### src/include/mss_pkg.sv
// Purpose: shared constants for the module safety supervisor
// Assumes: 50 MHz clk_sys, classic wishbone register access
// Notes: indicator colours are two-bit codes
package mss_pkg;
    localparam int CLK_HZ = 50000000;
    localparam int MS_CYCLES = CLK_HZ / 1000;
    localparam int OUT_WD_DEFAULT_MS = 2500;
    // register offsets (byte addresses)
    localparam logic [7:0] ADDR_CTRL = 8'h00;
    localparam logic [7:0] ADDR_STATUS = 8'h04;
    localparam logic [7:0] ADDR_SYS_INTERVAL = 8'h08;
    localparam logic [7:0] ADDR_IN_INTERVAL = 8'h0c;
    localparam logic [7:0] ADDR_OUT_INTERVAL = 8'h10;
    localparam logic [7:0] ADDR_EXPECT_TYPE = 8'h14;
    localparam logic [7:0] ADDR_INT_STATUS = 8'h18;
    localparam logic [7:0] ADDR_INT_ENABLE = 8'h1c;
    localparam logic [7:0] ADDR_INT_CLEAR = 8'h20;
    localparam logic [7:0] ADDR_ACTUAL_TYPE = 8'h24;
    // ctrl bits
    localparam int CTRL_CRIT_FAULT = 0;
    localparam int CTRL_FW_FAIL = 1;
    localparam int CTRL_FAULT = 2;
    localparam int CTRL_REMOTE_RESET = 3;
    // interrupt event bits
    localparam int EV_RECOVERY = 0;
    localparam int EV_UNLOCK = 1;
    localparam int EV_IN_TIMEOUT = 2;
    localparam int EV_OUT_TIMEOUT = 3;
    localparam int EV_MISMATCH = 4;
    localparam int EV_W = 5;
    // led colour codes
    localparam logic [1:0] LED_OFF = 2'h0;
    localparam logic [1:0] LED_GREEN = 2'h1;
    localparam logic [1:0] LED_RED = 2'h2;
    localparam logic [1:0] LED_AMBER = 2'h3;
    localparam int BOOT_WINDOW_MS = 1;
    typedef enum logic [1:0] {
        PM_BOOT = 2'b00,
        PM_RUN = 2'b01,
        PM_HALT = 2'b11,
        PM_RECOVERY = 2'b10
    } mss_pmode_e;
    typedef enum logic [1:0] {
        IO_OFF = 2'b00,
        IO_EDUCATE = 2'b01,
        IO_RUN = 2'b11,
        IO_SAFE = 2'b10
    } mss_iomode_e;
endpackage

### src/hdl/module_safety_supervisor.sv
// Purpose: processor and i/o module safety supervision with wishbone registers
// Assumes: all inputs synchronous to clk_sys; one input and one output module watched
// Notes: intervals are in ms; zero module interval means use system interval
//
// Overview of operation
// - critical firmware failure forces recovery mode automatically
// - fault reset button or remote reset just after boot enters recovery
// - recovery: ready/run/force/spare amber, health green, red on fault
// - recovery mode disables i/o communication and application execution
// - processor fault turns system health and module health red
// - single critical fault alone moves processor to recovery
// - processor unlock while operational flags fault and halts module
// - i/o module operational only while its switch is locked
// - first i/o module locked starts education with no command
// - i/o unlock: health green, ready off, run red, channels off
// - each i/o module interval settable apart from system interval
// - zero module interval falls back to processor system interval
// - input update missing past interval puts module safe, reports safe values
// - output module shuts down after interval with no update, default 2500 ms
// - configured module type compared against the type actually present
//
// Added by the designer: the placing of the registers and register access over Wishbone.
`timescale 1ns/1ns
module module_safety_supervisor #(
    parameter int TYPE_W = 4,
    parameter int CHAN_N = 16,
    parameter int MS_DIV = mss_pkg::MS_CYCLES
) (
    input wire logic clk_sys,
    input wire logic rst_b,
    input wire logic wb_cyc_i,
    input wire logic wb_stb_i,
    input wire logic wb_we_i,
    input wire logic [7:0] wb_adr_i,
    input wire logic [3:0] wb_sel_i,
    input wire logic [31:0] wb_dat_i,
    output logic [31:0] wb_dat_o,
    output logic wb_ack_o,
    input wire logic procLocked,
    input wire logic faultResetButton,
    input wire logic ioLocked,
    input wire logic [TYPE_W-1:0] ioTypePresent,
    input wire logic inUpdate,
    input wire logic outUpdate,
    input wire logic [CHAN_N-1:0] chanCmd,
    output logic ioCommEnable,
    output logic appRunEnable,
    output logic [1:0] ledSysHealth,
    output logic [1:0] ledHealth,
    output logic [1:0] ledReady,
    output logic [1:0] ledRun,
    output logic [1:0] ledForce,
    output logic [1:0] ledSpare,
    output logic [1:0] ledIoHealth,
    output logic [1:0] ledIoReady,
    output logic [1:0] ledIoRun,
    output logic [CHAN_N-1:0] chanOut,
    output logic inSafe,
    output logic outShutdown,
    output logic irq
);
    initial begin
        if (TYPE_W < 1 || TYPE_W > 16 || CHAN_N < 1 || CHAN_N > 32 || MS_DIV < 2) begin
            $error("module_safety_supervisor: unsupported parameters");
        end
    end

    localparam int DIV_W = $clog2(MS_DIV);

    mss_pkg::mss_pmode_e pMode_r;
    mss_pkg::mss_iomode_e ioMode_r;
    logic [3:0] ctrl_r;
    logic [15:0] sysInterval_r, inInterval_r, outInterval_r;
    logic [TYPE_W-1:0] expectType_r;
    logic [mss_pkg::EV_W-1:0] intStatus_r, intEnable_r, events;
    logic [DIV_W-1:0] div_r;
    logic msTick;
    logic [15:0] inCnt_r, outCnt_r, bootCnt_r;
    logic [15:0] inLimit, outLimit;
    logic faultSeen_r, procFault;
    logic wbWrite, wbRead;

    // a write lands on the edge where the master sees ack, never on the edge it is taken
    assign wbWrite = wb_cyc_i && wb_stb_i && wb_we_i && wb_ack_o;
    assign wbRead = wb_cyc_i && wb_stb_i && !wb_we_i && !wb_ack_o;

    // millisecond enable
    always_ff @(posedge clk_sys or negedge rst_b) begin
        if (!rst_b) begin
            div_r <= '0;
        end else if (div_r == DIV_W'(MS_DIV - 1)) begin
            div_r <= '0;
        end else begin
            div_r <= div_r + 1'b1;
        end
    end
    assign msTick = (div_r == DIV_W'(MS_DIV - 1));

    // register writes
    always_ff @(posedge clk_sys or negedge rst_b) begin
        if (!rst_b) begin
            ctrl_r <= '0;
            sysInterval_r <= 16'(mss_pkg::OUT_WD_DEFAULT_MS);
            inInterval_r <= '0;
            outInterval_r <= '0;
            expectType_r <= '0;
            intEnable_r <= '0;
        end else if (wbWrite && wb_sel_i[0]) begin
            case (wb_adr_i)
                mss_pkg::ADDR_CTRL: ctrl_r <= wb_dat_i[3:0];
                mss_pkg::ADDR_SYS_INTERVAL: sysInterval_r <= wb_dat_i[15:0];
                mss_pkg::ADDR_IN_INTERVAL: inInterval_r <= wb_dat_i[15:0];
                mss_pkg::ADDR_OUT_INTERVAL: outInterval_r <= wb_dat_i[15:0];
                mss_pkg::ADDR_EXPECT_TYPE: expectType_r <= wb_dat_i[TYPE_W-1:0];
                mss_pkg::ADDR_INT_ENABLE: intEnable_r <= wb_dat_i[mss_pkg::EV_W-1:0];
                default: ;
            endcase
        end
    end

    // read path and ack; one wait cycle per access
    always_ff @(posedge clk_sys or negedge rst_b) begin
        if (!rst_b) begin
            wb_ack_o <= 1'b0;
            wb_dat_o <= '0;
        end else begin
            wb_ack_o <= wb_cyc_i && wb_stb_i && !wb_ack_o;
            if (wbRead) begin
                case (wb_adr_i)
                    mss_pkg::ADDR_CTRL: wb_dat_o <= 32'(ctrl_r);
                    mss_pkg::ADDR_STATUS: wb_dat_o <= 32'({ioMode_r, pMode_r, outShutdown, inSafe});
                    mss_pkg::ADDR_SYS_INTERVAL: wb_dat_o <= 32'(sysInterval_r);
                    mss_pkg::ADDR_IN_INTERVAL: wb_dat_o <= 32'(inInterval_r);
                    mss_pkg::ADDR_OUT_INTERVAL: wb_dat_o <= 32'(outInterval_r);
                    mss_pkg::ADDR_EXPECT_TYPE: wb_dat_o <= 32'(expectType_r);
                    mss_pkg::ADDR_INT_STATUS: wb_dat_o <= 32'(intStatus_r);
                    mss_pkg::ADDR_INT_ENABLE: wb_dat_o <= 32'(intEnable_r);
                    mss_pkg::ADDR_ACTUAL_TYPE: wb_dat_o <= 32'(ioTypePresent);
                    default: wb_dat_o <= '0;
                endcase
            end
        end
    end

    assign procFault = ctrl_r[mss_pkg::CTRL_FAULT] || ctrl_r[mss_pkg::CTRL_CRIT_FAULT];

    // boot window counter for the manual recovery request
    always_ff @(posedge clk_sys or negedge rst_b) begin
        if (!rst_b) begin
            bootCnt_r <= '0;
        end else if (pMode_r == mss_pkg::PM_BOOT && msTick) begin
            bootCnt_r <= bootCnt_r + 1'b1;
        end
    end

    // processor mode; recovery is only left by reset
    always_ff @(posedge clk_sys or negedge rst_b) begin
        if (!rst_b) begin
            pMode_r <= mss_pkg::PM_BOOT;
        end else begin
            case (pMode_r)
                mss_pkg::PM_BOOT: begin
                    if (ctrl_r[mss_pkg::CTRL_FW_FAIL] || ctrl_r[mss_pkg::CTRL_CRIT_FAULT]) begin
                        pMode_r <= mss_pkg::PM_RECOVERY;
                    end else if (faultResetButton || ctrl_r[mss_pkg::CTRL_REMOTE_RESET]) begin
                        pMode_r <= mss_pkg::PM_RECOVERY;
                    end else if (bootCnt_r >= 16'(mss_pkg::BOOT_WINDOW_MS) && procLocked) begin
                        pMode_r <= mss_pkg::PM_RUN;
                    end
                end
                mss_pkg::PM_RUN: begin
                    if (ctrl_r[mss_pkg::CTRL_FW_FAIL] || ctrl_r[mss_pkg::CTRL_CRIT_FAULT]) begin
                        pMode_r <= mss_pkg::PM_RECOVERY;
                    end else if (!procLocked) begin
                        pMode_r <= mss_pkg::PM_HALT;
                    end
                end
                mss_pkg::PM_HALT: begin
                    if (ctrl_r[mss_pkg::CTRL_FW_FAIL] || ctrl_r[mss_pkg::CTRL_CRIT_FAULT]) begin
                        pMode_r <= mss_pkg::PM_RECOVERY;
                    end
                end
                mss_pkg::PM_RECOVERY: pMode_r <= mss_pkg::PM_RECOVERY;
                default: pMode_r <= mss_pkg::PM_HALT;
            endcase
        end
    end

    // latched fault view: unlock fault stays until reset
    always_ff @(posedge clk_sys or negedge rst_b) begin
        if (!rst_b) begin
            faultSeen_r <= 1'b0;
        end else if (pMode_r == mss_pkg::PM_HALT) begin
            faultSeen_r <= 1'b1;
        end
    end

    // processor outputs and indicators
    always_ff @(posedge clk_sys or negedge rst_b) begin
        if (!rst_b) begin
            ioCommEnable <= 1'b0;
            appRunEnable <= 1'b0;
            ledSysHealth <= mss_pkg::LED_OFF;
            ledHealth <= mss_pkg::LED_OFF;
            ledReady <= mss_pkg::LED_OFF;
            ledRun <= mss_pkg::LED_OFF;
            ledForce <= mss_pkg::LED_OFF;
            ledSpare <= mss_pkg::LED_OFF;
        end else begin
            ioCommEnable <= (pMode_r == mss_pkg::PM_RUN);
            appRunEnable <= (pMode_r == mss_pkg::PM_RUN);
            if (pMode_r == mss_pkg::PM_RECOVERY) begin
                ledReady <= mss_pkg::LED_AMBER;
                ledRun <= mss_pkg::LED_AMBER;
                ledForce <= mss_pkg::LED_AMBER;
                ledSpare <= mss_pkg::LED_AMBER;
                ledSysHealth <= ctrl_r[mss_pkg::CTRL_FAULT] ? mss_pkg::LED_RED : mss_pkg::LED_GREEN;
                ledHealth <= ctrl_r[mss_pkg::CTRL_FAULT] ? mss_pkg::LED_RED : mss_pkg::LED_GREEN;
            end else begin
                ledReady <= (pMode_r == mss_pkg::PM_RUN) ? mss_pkg::LED_GREEN : mss_pkg::LED_OFF;
                ledRun <= (pMode_r == mss_pkg::PM_RUN) ? mss_pkg::LED_GREEN : mss_pkg::LED_OFF;
                ledForce <= mss_pkg::LED_OFF;
                ledSpare <= mss_pkg::LED_OFF;
                ledSysHealth <= (procFault || faultSeen_r) ? mss_pkg::LED_RED : mss_pkg::LED_GREEN;
                ledHealth <= (procFault || faultSeen_r) ? mss_pkg::LED_RED : mss_pkg::LED_GREEN;
            end
        end
    end

    // i/o module mode: education starts on lock, unlock switches off
    always_ff @(posedge clk_sys or negedge rst_b) begin
        if (!rst_b) begin
            ioMode_r <= mss_pkg::IO_OFF;
        end else if (!ioLocked) begin
            ioMode_r <= mss_pkg::IO_OFF;
        end else begin
            case (ioMode_r)
                mss_pkg::IO_OFF: ioMode_r <= mss_pkg::IO_EDUCATE;
                mss_pkg::IO_EDUCATE: begin
                    if (ioTypePresent == expectType_r && pMode_r == mss_pkg::PM_RUN) begin
                        ioMode_r <= mss_pkg::IO_RUN;
                    end
                end
                mss_pkg::IO_RUN: begin
                    if (ioTypePresent != expectType_r) begin
                        ioMode_r <= mss_pkg::IO_SAFE;
                    end
                end
                mss_pkg::IO_SAFE: ioMode_r <= mss_pkg::IO_SAFE;
                default: ioMode_r <= mss_pkg::IO_OFF;
            endcase
        end
    end

    // module interval or the system fallback
    assign inLimit = (inInterval_r == '0) ? sysInterval_r : inInterval_r;
    assign outLimit = (outInterval_r == '0) ? sysInterval_r : outInterval_r;

    // input watchdog; updates only count while i/o traffic is allowed
    always_ff @(posedge clk_sys or negedge rst_b) begin
        if (!rst_b) begin
            inCnt_r <= '0;
            inSafe <= 1'b1;
        end else if (ioMode_r != mss_pkg::IO_RUN || !ioCommEnable) begin
            inCnt_r <= '0;
            inSafe <= 1'b1;
        end else if (inUpdate) begin
            inCnt_r <= '0;
            inSafe <= 1'b0;
        end else if (msTick && !inSafe) begin
            if (inCnt_r + 16'h0001 >= inLimit) begin
                inSafe <= 1'b1;
            end
            inCnt_r <= inCnt_r + 16'h0001;
        end
    end

    // output watchdog; shutdown holds until a fresh update
    always_ff @(posedge clk_sys or negedge rst_b) begin
        if (!rst_b) begin
            outCnt_r <= '0;
            outShutdown <= 1'b1;
        end else if (ioMode_r != mss_pkg::IO_RUN || !ioCommEnable) begin
            outCnt_r <= '0;
            outShutdown <= 1'b1;
        end else if (outUpdate) begin
            outCnt_r <= '0;
            outShutdown <= 1'b0;
        end else if (msTick && !outShutdown) begin
            if (outCnt_r + 16'h0001 >= outLimit) begin
                outShutdown <= 1'b1;
            end
            outCnt_r <= outCnt_r + 16'h0001;
        end
    end

    // i/o indicators and channels; safe values report as zero
    always_ff @(posedge clk_sys or negedge rst_b) begin
        if (!rst_b) begin
            ledIoHealth <= mss_pkg::LED_OFF;
            ledIoReady <= mss_pkg::LED_OFF;
            ledIoRun <= mss_pkg::LED_OFF;
            chanOut <= '0;
        end else begin
            ledIoHealth <= (ioMode_r == mss_pkg::IO_SAFE) ? mss_pkg::LED_RED : mss_pkg::LED_GREEN;
            ledIoReady <= (ioMode_r == mss_pkg::IO_RUN && !outShutdown) ? mss_pkg::LED_GREEN
                        : (ioMode_r == mss_pkg::IO_RUN) ? mss_pkg::LED_RED : mss_pkg::LED_OFF;
            ledIoRun <= (ioMode_r == mss_pkg::IO_RUN && !outShutdown) ? mss_pkg::LED_GREEN
                      : mss_pkg::LED_RED;
            chanOut <= (ioMode_r == mss_pkg::IO_RUN && !outShutdown) ? chanCmd : '0;
        end
    end

    // sticky events; set wins over clear
    assign events = {
        (ioMode_r == mss_pkg::IO_RUN && ioTypePresent != expectType_r),
        (ioMode_r == mss_pkg::IO_RUN && outShutdown),
        (ioMode_r == mss_pkg::IO_RUN && inSafe && inCnt_r != '0),
        (pMode_r == mss_pkg::PM_RUN && !procLocked),
        (pMode_r != mss_pkg::PM_RECOVERY && (ctrl_r[mss_pkg::CTRL_FW_FAIL] || ctrl_r[mss_pkg::CTRL_CRIT_FAULT]))
    };
    always_ff @(posedge clk_sys or negedge rst_b) begin
        if (!rst_b) begin
            intStatus_r <= '0;
            irq <= 1'b0;
        end else begin
            if (wbWrite && wb_sel_i[0] && wb_adr_i == mss_pkg::ADDR_INT_CLEAR) begin
                intStatus_r <= (intStatus_r & ~wb_dat_i[mss_pkg::EV_W-1:0]) | events;
            end else begin
                intStatus_r <= intStatus_r | events;
            end
            irq <= |(intStatus_r & intEnable_r);
        end
    end

    property p_recovery_on_crit;
        @(posedge clk_sys) disable iff (!rst_b)
        (ctrl_r[mss_pkg::CTRL_CRIT_FAULT] && pMode_r != mss_pkg::PM_RECOVERY) |=> pMode_r == mss_pkg::PM_RECOVERY;
    endproperty
    a_recovery_on_crit: assert property (p_recovery_on_crit) else $error("critical fault missed recovery");

    property p_recovery_on_fw;
        @(posedge clk_sys) disable iff (!rst_b)
        (ctrl_r[mss_pkg::CTRL_FW_FAIL] && pMode_r != mss_pkg::PM_RECOVERY) |=> pMode_r == mss_pkg::PM_RECOVERY;
    endproperty
    a_recovery_on_fw: assert property (p_recovery_on_fw) else $error("firmware failure missed recovery");

    property p_manual_recovery;
        @(posedge clk_sys) disable iff (!rst_b)
        (pMode_r == mss_pkg::PM_BOOT && faultResetButton) |=> pMode_r == mss_pkg::PM_RECOVERY;
    endproperty
    a_manual_recovery: assert property (p_manual_recovery) else $error("button did not enter recovery");

    property p_recovery_leds;
        @(posedge clk_sys) disable iff (!rst_b)
        (pMode_r == mss_pkg::PM_RECOVERY && !ctrl_r[mss_pkg::CTRL_FAULT]) |=>
            ledReady == mss_pkg::LED_AMBER && ledSpare == mss_pkg::LED_AMBER && ledHealth == mss_pkg::LED_GREEN;
    endproperty
    a_recovery_leds: assert property (p_recovery_leds) else $error("recovery indicators wrong");

    property p_recovery_no_io;
        @(posedge clk_sys) disable iff (!rst_b)
        $past(pMode_r) == mss_pkg::PM_RECOVERY |-> !ioCommEnable && !appRunEnable;
    endproperty
    a_recovery_no_io: assert property (p_recovery_no_io) else $error("i/o active in recovery");

    property p_fault_red;
        @(posedge clk_sys) disable iff (!rst_b)
        (ctrl_r[mss_pkg::CTRL_FAULT] && pMode_r != mss_pkg::PM_RECOVERY) |=> ledSysHealth == mss_pkg::LED_RED;
    endproperty
    a_fault_red: assert property (p_fault_red) else $error("fault not shown red");

    property p_unlock_halt;
        @(posedge clk_sys) disable iff (!rst_b)
        (pMode_r == mss_pkg::PM_RUN && !procLocked && !procFault && !ctrl_r[mss_pkg::CTRL_FW_FAIL])
            |=> pMode_r == mss_pkg::PM_HALT ##2 ledHealth == mss_pkg::LED_RED;
    endproperty
    a_unlock_halt: assert property (p_unlock_halt) else $error("unlock did not halt");

    property p_io_unlock;
        @(posedge clk_sys) disable iff (!rst_b)
        !ioLocked |=> ##1 chanOut == '0 && ledIoRun == mss_pkg::LED_RED && ledIoReady == mss_pkg::LED_OFF;
    endproperty
    a_io_unlock: assert property (p_io_unlock) else $error("unlock indications wrong");

    property p_out_restart;
        @(posedge clk_sys) disable iff (!rst_b)
        (outUpdate && ioMode_r == mss_pkg::IO_RUN && ioCommEnable) |=> outCnt_r == '0 && !outShutdown;
    endproperty
    a_out_restart: assert property (p_out_restart) else $error("watchdog did not restart");

    c_recovery: cover property (@(posedge clk_sys) disable iff (!rst_b) pMode_r == mss_pkg::PM_RECOVERY);
    c_out_timeout: cover property (@(posedge clk_sys) disable iff (!rst_b) $rose(outShutdown));
    c_in_timeout: cover property (@(posedge clk_sys) disable iff (!rst_b) $rose(inSafe));
    c_halt: cover property (@(posedge clk_sys) disable iff (!rst_b) pMode_r == mss_pkg::PM_HALT);
endmodule

### config.mk
export PLATFORM = sky130hd
export DESIGN_NAME = module_safety_supervisor
export DESIGN_NICKNAME = d
export VERILOG_FILES = /design/src/include/mss_pkg.sv /design/src/hdl/module_safety_supervisor.sv
export SDC_FILE = /design/constraint.sdc
export NUM_CORES = 1
export LEC_CHECK = 0
export BUFFER_PORTS_ARGS = -buffer_cell sky130_fd_sc_hd__buf_2
export CAP_MARGIN = 20
export CORE_ASPECT_RATIO = 0.7
export CORE_UTILIZATION = 55
export CTS_BUF_LIST = sky130_fd_sc_hd__clkbuf_8
export CTS_CLUSTER_SIZE = 24
export DETAILED_ROUTE_END_ITERATION = 10
export PLACE_DENSITY = 0.77
export SYNTH_ARGS = -nofsm -noshare
export SYNTH_HDL_FRONTEND = slang
export SYNTH_SLANG_ARGS = --single-unit
export TNS_END_PERCENT = 5
### constraint.sdc
create_clock -name clk_sys -period 3.4 [get_ports clk_sys]
set_clock_uncertainty 0.05 [all_clocks]
set_input_delay 0.68 -clock clk_sys [delete_from_list [all_inputs] [get_ports clk_sys]]
set_output_delay 0.68 -clock clk_sys [all_outputs]
set_load 0.01 [all_outputs]
==> metrics.md, run 1 <==
| Metric | Value |
|---|---|
| Number of synthesized flops with an enable pin | 0 |
| Full die area | 18800 um^2 |
| Yosys warns | 0 |
| Count of different cell masters after synthesis | 68 |
| Overall routing resource usage | between 20% and 30% |
| Mapped Cells | 928 |
| Share of the synthesized area in the top cell type | 43.3% |
| Post-route DRC | 0 |
| Clock latency on the worst-skew pair | between 0.4 and 0.5 ns |
| Sequential area share after synthesis | 45.1% |
| Synthesized cell area | roughly 10000 um^2 |
| Final min period | 3.03 ns |
| Final Wtd Congestion | 0.934 |
| Detailed placement HPWL | between 15000 and 20000 um |
| Critical setup path kind | flop to flop |
| Antenna diodes | 0 |
| IO Count | 146 |
| Clock share of power | 36.1% |
| Chip Width | 164 um |
| Synth area leader | dfrtp_1 |
| Core Area | 17500 um^2 |
| Number of cells in the finished layout apart from fillers | 1269 |
| Clk root buf | clkbuf_8 |
| H-tree lvl count | 4 |
| Leakage | ~5.3 nW |
| P per Cell Area | 353 nW/um^2 |
| Clock Path Buffers | 2 |
| Sw Pwr | 1.09 mW |
| Final period util | roughly 90% |
| Post-CTS sizing | 0 |
| Clock Sinks | 181 |
| TritonCTS clock tree | yes |
| Seq pwr share | 56.1% |
| CTS Buf Count | 17 |
| Worst hold slack | 0.160 ns |
| Setup ws final | between 0.3 and 0.4 ns |
| Mean Syn Cell Area | between 10 and 15 um^2 |
| Postcts setup bufs | 0 |
| FFs w/ async S/R, synth | 100% |
| Peak supply drop | 0.249 mV |
| Iter 0 DRT Violations | between 800 and 900 |
| Status | complete, no violations |
| Vias per cell | 6.16 |
| Initial Utilization | 57.4% |
| Seq cells post-synth | 181 |
| Final setup fails | 0 |
| Post-route design area | between 10000 and 15000 um^2 |
| Layout cells sized above 1 | between 20 and 30% |
| Fin nets | 1143 |
| Layout area overhead | 10.7% |
| Die Y | between 100 and 150 um |
| First-pass GRT wire length | 39100 um |
| Crit start category | flop |
| Clk slew on worst S/H paths | 0.10 ns |
| HP Class | primary input to async pin |
| Crit path DAT | 3.39 ns |
| Fin. max-slew vios | 0 |
| Antenna violations before repair | 0 |
| Top cells by area, synth | dfrtp_1, mux2_2, ha_1 |
| Inst Count DP | 1236 |
| Critical Path Fanout Max | 7 |
| Max-cap violations | 0 |
| Vias in the first global route | 7392 |
| Post-Place Cell Area | between 10000 and 15000 um^2 |
| Final hold viol count | 0 |
| Sw frac | 27.8% |
| Most common cell in the netlist | dfrtp_1 |
| # hold bufs at CTS | 0 |
| Overall power | roughly 3.9 mW |
| Final wirelength | approximately 24000 um |
| Grt ovf | 0 |
| WP data required | ~3.8 ns |
| Post-layout util | 63.5% |
| DR WL/cell | 19.2 um |
| Row count | 40 |
| Vias | 7820 |
| Port buffer count | 110 |
| Internal | 2.83 mW |
| Top cells by count, synth | dfrtp_1, a21oi_1, mux2_2, ha_1, nand2_1 |
| Largest net degree at the start of global routing | 79 |
| Post-placement setup slack | approximately 0.40 ns |
| Comb power frac | 7.8% |
| Setup TNS | 0 ns |
| Worst slew pin tran | 0.709 ns |
| Max-Slew Margin vs Limit | 52.3% |
| Number of nets with antenna violations after routing | 0 |
| Top FF cell, synth | dfrtp_1 |
| RSZ-0062 raised after global routing | false |
| DRT Pass-1 Iters | 8 |
| CP endpoint kind | flop |
| Fmax | 0.330 GHz |
worst max-delay path, stage by stage, from the launching register on:
cell and delay, ns:
dfrtp_1 0.43, ha_1 0.23, nand3_1 0.20, or3_1 0.55, nor2_1 0.17, xor2_1 0.09
ha_1 0.30, nand4_1 0.11, or2_2 0.33, o41ai_1 0.32, o32a_1 0.21
layout make-up:
class	count	area, um^2
Sequential cell	181	4540
Clock buffer	17	234
Clock inverter	15	140
Timing Repair Buffer	132	743
Multi-Input combinational cell	676	5120
Tap cell	231	289
Fill cell	1463	6390
Inverter	17	63.8
cells by family after synthesis:
| group | after synthesis | share of synthesized area [%] |
|---|---|---|
| simple gates | 292 | 17.3 |
| buf+inv | 86 | 4.48 |
| fa+ha+maj | 44 | 5.48 |
| flops | 181 | 45.1 |
| other cells | 1 | 0.0373 |
| compound gates | 167 | 10.8 |
| xor+xnor | 59 | 5.14 |
| mux | 98 | 11.6 |
power groups by stage:
stage | clock (mW) | combinational [mW] | sequential (mW)
5_1_grt | 1.52 | 0.337 | 2.21
2_1_floorplan | 0 | 0.184 | 2.25
4_1_cts | 1.44 | 0.307 | 2.20
6_report | 1.42 | 0.306 | 2.20
3_3_place_gp | 0 | 0.302 | 2.24
3_5_place_dp | 0 | 0.305 | 2.24
state kept, by name (all words and copies together) (netlist names), 5 cells and up:
| name | count |
|---|---|
| div_r | 16 |
| chanOut | 16 |
| wb_dat_o | 16 |
| outCnt_r | 16 |
| outInterval_r | 16 |
| intEnable_r | 5 |
| inCnt_r | 16 |
| inInterval_r | 16 |
| intStatus_r | 5 |
| sysInterval_r | 16 |
| bootCnt_r | 16 |
cell usage in the layout, fill, tap and decap left out, types with 5 or more instances in the layout:
cell type / count
xor2_1: 32
nor4_1: 34
dfrtp_1: 174
mux2i_1: 27
inv_1: 17
mux2_4: 10
a22oi_1: 5
buf_4: 20
and4_1: 10
conb_1: 16
o2bb2ai_1: 12
mux4_2: 5
o21ai_0: 19
ha_1: 44
or2_2: 13
clkbuf_8: 19
dfstp_2: 7
a22o_1: 11
a21oi_1: 69
nand2_1: 42
or4_1: 22
buf_2: 109
nor2_1: 34
and3_1: 15
and2_1: 24
a21o_1: 5
o31ai_1: 18
mux2_2: 56
or3_1: 15
xnor2_1: 27
nor3_1: 8
nand4_1: 21
nand3_1: 30
inv_8: 5
metal layers:
layer,share of wire [%],wire length (um),GRT usage [%]
met5,0,0,0
met4,0.93,228,6.05
met3,8.9,2170,6.35
met2,42,10300,38.1
met1,48,11700,41.7
final timing paths:
path,from,to,slack [ns],cells past startpoint
setup / recovery,outCnt_r[0],outShutdown,0.37,10
hold reg to reg,div_r[0],div_r[0],0.41,1
hold / removal,rst_b,div_r[11],0.16,1
setup reg to reg,outCnt_r[0],outShutdown,0.37,10
max in group asynchronous,rst_b,inSafe,2.25,2
min in group clk_sys,chanCmd[6],chanOut[6],0.35,2
(Power assumes the default switching activity.)
==> run 2, diff against run 1 <==
Settings changed: CORE_UTILIZATION 55 to 60, MAX_ROUTING_LAYER set to met4, PLACE_DENSITY 0.77 to 0.83.
==> run 2 against run 1 <==
  * Via count rose by 0.31%
  * Critical path depth is the same
  * Power is 1.6% higher
  * Hold slack lost 0.021 ns
  * Count of clock-buffer cells in the layout increased by 1
  * Sequential share of layout area is essentially flat
  * Utilization is 4.5 points higher
  * Sequential cell count stayed put
  * Critical path type unchanged
  * Critical endpoint unchanged
  * Highest routed layer unchanged
==> metrics.md, run 2 (synthesized netlist as in run 1, its figures left out) <==
| Metric | Value |
|---|---|
| Final Wtd Congestion | 0.921 (-1.4%) |
| Die Y | 110 um (-4.2%) |
| Clk slew on worst S/H paths | 0.11 ns (about the same) |
| Leakage | 5.32 nW (about the same) |
| Fmax | 0.328 GHz (-0.53%) |
| P per Cell Area | 359 nW/um^2 (+1.7%) |
| Antenna violations before repair | 0 (unchanged) |
| Worst hold slack | 0.139 ns (-0.0209 ns) |
| Layout cells sized above 1 | 25.4% (-0.12 points) |
| Clock Sinks | 181 (unchanged) |
| Max-Slew Margin vs Limit | 40.0% (-12 points) |
| Worst-path cell chain | ha_1 -> nand3_1 -> or3_1 -> nor2_1 -> xor2_1 -> ha_1 -> nand4_1 -> or2_2 -> o41ai_1 -> o32a_1 |
| Worst reg2reg startpoint | outCnt_r[0] |
| Critical path endpoint | outShutdown |
| Status | complete, no violations |
| HP Class | primary input to async pin |
| Post-CTS sizing | 0 (unchanged) |
| Grt ovf | 0 (unchanged) |
| # hold bufs at CTS | 0 (unchanged) |
| Final wirelength | 24500 um (+0.17%) |
| Final period util | 89.7% (+0.47 points) |
| Port buffer count | 110 (unchanged) |
| Max-cap violations | 0 (unchanged) |
| CTS Buf Count | 17 (unchanged) |
| Antenna diodes | 0 (unchanged) |
| Detailed placement HPWL | 17600 um (-2.3%) |
| Clock latency on the worst-skew pair | 0.48 ns (about the same) |
| FF-to-FF path depth | 10 (unchanged) |
| Clk root buf | clkbuf_8 |
| Worst R2R End | outShutdown |
| Setup TNS | 0 ns (unchanged) |
| CP endpoint kind | flop |
| Crit path launch | outCnt_r[0] |
| Full die area | 17300 um^2 (-8.2%) |
| RSZ-0062 raised after global routing | false |
| Final setup fails | 0 (unchanged) |
| Reg2reg setup slack | 0.35 ns (-0.02 ns) |
| Vias in the first global route | 7316 (-1.0%) |
| DR WL/cell | 19.4 um (+0.89%) |
| Critical Path Fanout Max | 7 (unchanged) |
| Commonest non-fill, non-tap cell in the layout | dfrtp_1 |
| Postcts setup bufs | 0 (unchanged) |
| Filler cells | 1199 (-18%) |
| Core Area | 16300 um^2 (-6.7%) |
| Worst slew pin tran | 0.897 ns (+0.187 ns) |
| First-pass GRT wire length | 38900 um (-0.71%) |
| Row count | 39 (-2.5%) |
| Post-Place Cell Area | 10700 um^2 (-0.21%) |
| Layout area overhead | 10.7% (about the same) |
| Vias | 7844 (+0.31%) |
| DRT Pass-1 Iters | 6 (-2) |
| Critical setup path kind | flop to flop |
| Post-route design area | 11100 um^2 (about the same) |
| Final min period | 3.05 ns (+0.0161 ns) |
| Fin nets | 1140 (-0.26%) |
| Most frequent cells in the layout | dfrtp_1, buf_2, a21oi_1 |
| IO Count | 146 (unchanged) |
| Iter 0 DRT Violations | 745 (-13%) |
| Crit path DAT | 3.42 ns (+0.03 ns) |
| WP data required | 3.77 ns (about the same) |
| Largest net degree at the start of global routing | 82 (+3.8%) |
| Overall routing resource usage | 30.3% (+3.4 points) |
| Final hold viol count | 0 (unchanged) |
| CP max stage delay | 0.55 ns (about the same) |
| Most Frequent Cell on Critical Path | ha_1 |
| TritonCTS clock tree | yes |
| Chip Width | 157 um (-4.2%) |
| Crit start category | flop |
| Number of nets with antenna violations after routing | 0 (unchanged) |
| Fin. max-slew vios | 0 (unchanged) |
| Clock Path Buffers | 2 (unchanged) |
| Initial Utilization | 61.5% (+4.1 points) |
| Vias per cell | 6.23 (+1.0%) |
| Peak supply drop | 0.378 mV (+52%) |
| Slowest library cell on the worst path | or3_1 |
| Post-route DRC | 0 (unchanged) |
| H-tree lvl count | 4 (unchanged) |
run 2: changes by cell type in the layout (fill, tap and decap cells not counted):
cell	before	now
inv_6	4	3
clkinv_8	1	3
inv_1	17	16
clkinv_4	1	3
buf_4	20	18
clkinv_2	1	0
clkinvlp_4	2	0
run 2: cell type report:
type / instances / area, um^2 / share of cell area [%]
Clock buffer: 18 / 248 / 2.23
Clock inverter: 14 / 158 / 1.42
Inverter: 17 / 63.8 / 0.574
Multi-Input combinational cell: 676 / 5120 / 46.0
Sequential cell: 181 / 4540 / 40.8
Tap cell: 225 / 282 / 2.53
Timing Repair Buffer: 129 / 714 / 6.42
run 2: how the worst min path moves through the flow:
stage	to	slack (ns)	depth (start not counted)
2_1_floorplan	appRunEnable	0.33	0
3_3_place_gp	div_r[0]	0.39	1
3_5_place_dp	div_r[0]	0.40	1
4_1_cts	div_r[12]	0.19	1
5_1_grt	div_r[12]	0.22	1
6_report	div_r[12]	0.14	1
run 2: stage by stage:
stage	total power [mW]	std cells	setup slack [ns]	util, %
detailed placement	2.55	1228	0.394	65.6
CTS	4.02	1260	0.362	68.1
floorplan	2.43	943	0.651	-
global route	4.13	1260	0.193	68.1
finish	3.99	1260	0.349	68.1
global placement	2.54	1228	0.476	65.6
run 2: worst max-delay path, delay by kind of cell (launching register included):
kind / cells / cell delay (ns)
and+or+nand+nor: 5 / 1.37
xor gates and xnor gates: 1 / 0.10
AOI/OAI and AO/OA: 2 / 0.52
DFF: 1 / 0.44
adders and majority gates: 2 / 0.52
run 2: routing by layer:
layer  global-route usage (%)  up-vias  wire [um]
met5                        -        -          0
met4                     6.51        0        329
met3                     7.31       33       2360
met2                     42.8      404      10700
met1                     44.1     3812      11100
li1                         -     3595          -
run 2: where the power goes:
group          total (mW)  switching [mW]  internal, mW  leakage [nW]
Clock                1.48           0.899         0.577         0.206
Combinational       0.307           0.195         0.113          2.67
Sequential           2.21          0.0273          2.18          2.44
==> run 3, diff against run 2 <==
Settings changed: CORE_UTILIZATION 60 to 41, PLACE_DENSITY 0.83 to not set.
==> run 3 against run 2 <==
  * Combinational power fell by 1%
  * Critical path depth did not move
  * Via count fell by 2.2%
  * Critical path type unchanged
  * Hold slack improved by 0.026 ns
  * Clock power fell by 3%
  * Final area rose by 0.93%
  * Largest power group unchanged
  * Highest routed layer unchanged
  * Power fell by 1.1%
  * Utilization fell by 21 points
  * Fmax rose by 0.96%
  * First-iteration DRC count fell by 2.4%
  * Count of clock-buffer cells in the layout fell by 1
  * Non-clock buffer count rose by 2
==> metrics.md, run 3 (synthesized netlist as in run 1, its figures left out) <==
| Metric | Value |
|---|---|
| Status | complete, no violations |
| Final Wtd Congestion | 0.884 (-4.0%) |
| Antenna violations before repair | 1 (+1) |
| Clock Path Buffers | 2 (unchanged) |
| Number of cells in the finished layout apart from fillers | 1356 (+7.6%) |
| HP Class | primary input to async pin |
| Final hold viol count | 0 (unchanged) |
| Vias | 7668 (-2.2%) |
| Vias per cell | 5.65 (-9.2%) |
| Fin nets | 1142 (+0.18%) |
| Crit start category | flop |
| Worst hold slack | 0.165 ns (+0.0264 ns) |
| DR WL/cell | 18.9 um (-2.6%) |
| Number of nets with antenna violations after routing | 0 (unchanged) |
| Most Frequent Cell on Critical Path | ha_1 |
| Commonest non-fill, non-tap cell in the layout | dfrtp_1 |
| Chip Width | 189 um (+21%) |
| Grt ovf | 0 (unchanged) |
| RSZ-0062 raised after global routing | false |
| Postcts setup bufs | 0 (unchanged) |
| Layout cells sized above 1 | 25.4% (-0.049 points) |
| Post-Place Cell Area | 10900 um^2 (+1.3%) |
| Most frequent cells in the layout | dfrtp_1, buf_2, a21oi_1 |
| Leakage | 5.33 nW (about the same) |
| Slowest library cell on the worst path | or3_1 |
| Max-cap violations | 0 (unchanged) |
| Largest net degree at the start of global routing | 77 (-6.1%) |
| Kind of cell adding the most delay to the critical path | simple AND/OR/NAND/NOR gates |
| Critical setup path kind | flop to flop |
| TritonCTS clock tree | yes |
| Core Area | 23900 um^2 (+46%) |
| Max-Slew Margin vs Limit | 36.3% (-3.7 points) |
| # hold bufs at CTS | 0 (unchanged) |
| Final period util | 88.9% (-0.86 points) |
| Post-CTS sizing | 0 (unchanged) |
| CP endpoint kind | flop |
| Vias in the first global route | 7260 (-0.77%) |
| Fin. max-slew vios | 0 (unchanged) |
| Overall routing resource usage | 22.0% (-8.4 points) |
| DRT Pass-1 Iters | 5 (-1) |
| Row count | 47 (+21%) |
| Clock Sinks | 181 (unchanged) |
| WP data required | 3.78 ns (about the same) |
| Clock latency on the worst-skew pair | 0.48 ns (about the same) |
| Die Y | 133 um (+21%) |
| Final wirelength | 25600 um (+4.8%) |
| Post-layout util | 47.0% (-21 points) |
| Iter 0 DRT Violations | 727 (-2.4%) |
| Inst Count DP | 1323 (+7.7%) |
| Fmax | 0.331 GHz (+0.96%) |
| Peak supply drop | 0.368 mV (-2.5%) |
| IO Count | 146 (unchanged) |
| Final min period | 3.02 ns (-0.0291 ns) |
| Clk slew on worst S/H paths | 0.10 ns (about the same) |
| Final setup fails | 0 (unchanged) |
| Worst slew pin tran | 0.952 ns (+0.0550 ns) |
| Critical Path Fanout Max | 7 (unchanged) |
| Buf+Inv Stages, Crit Path | 0 (unchanged) |
| Setup TNS | 0 ns (unchanged) |
| Full die area | 25200 um^2 (+46%) |
| Clk root buf | clkbuf_8 |
| Crit path DAT | 3.40 ns (-0.02 ns) |
| Post-route DRC | 0 (unchanged) |
| Worst-path cell chain | ha_1 -> nand3_1 -> or3_1 -> nor2_1 -> xor2_1 -> ha_1 -> nand4_1 -> or2_2 -> o41ai_1 -> o32a_1 |
| H-tree lvl count | 4 (unchanged) |
| Port buffer count | 110 (unchanged) |
| Detailed placement HPWL | 18600 um (+5.5%) |
| First-pass GRT wire length | 41500 um (+6.7%) |
| CTS Buf Count | 17 (unchanged) |
| CP max stage delay | 0.56 ns (about the same) |
| Layout area overhead | 11.7% |
| Initial Utilization | 42.1% (-19 points) |
| Post-route design area | 11200 um^2 (+0.93%) |
| P per Cell Area | 351 nW/um^2 (-2.0%) |
-- run 3: through the flow --
| stage | setup slack, ns | power [mW] |
|---|---|---|
| finish | 0.378 | 3.95 |
| floorplan | 0.651 | 2.43 |
| global placement | 0.466 | 2.55 |
| global route | 0.0685 | 4.11 |
| detailed placement | 0.381 | 2.55 |
| CTS | 0.372 | 4.00 |
-- run 3: power by group --
group	total, mW	switching (mW)	leakage [nW]	internal [mW]
clock network	1.44	0.853	0.195	0.584
registers	2.20	0.0272	2.44	2.18
logic	0.303	0.191	2.69	0.113
total	3.95	1.07	5.33	2.87
-- run 3: worst reg2reg max path, stage by stage, from the launching register on --
cell	delay (ns)
dfrtp_1	0.44
ha_1	0.24
nand3_1	0.19
or3_1	0.56
nor2_1	0.17
xor2_1	0.10
ha_1	0.29
nand4_1	0.10
or2_2	0.32
o41ai_1	0.31
o32a_1	0.20
-- run 3: layer usage --
layer | GRT usage [%] | vias up | share of wire, %
met5 | - | - | 0
met4 | 3.05 | 0 | 0.46
met3 | 4.69 | 11 | 6.5
met2 | 28.3 | 237 | 41
met1 | 34.9 | 3817 | 52
li1 | - | 3603 | -
-- run 3: area by class of cell --
class                      count  area (um^2)
sequential                   181         4540
inverter                      17         63.8
fill                        2260        12600
clock buffer                  17          234
timing repair buffer         131          742
clock inverter                15          129
antenna                        1         2.50
multi-input combinational    676         5120
tap                          318          398
-- run 3: final timing paths --
kind | start | end | slack (ns) | cells past startpoint
hold reg to reg | div_r[0] | div_r[0] | 0.42 | 1
hold / removal | rst_b | div_r[12] | 0.17 | 1
setup / recovery | outCnt_r[0] | outShutdown | 0.38 | 10
max in group asynchronous | rst_b | bootCnt_r[5] | 2.35 | 2
setup reg to reg | outCnt_r[0] | outShutdown | 0.38 | 10
min in group clk_sys | procLocked | intStatus_r[1] | 0.34 | 2
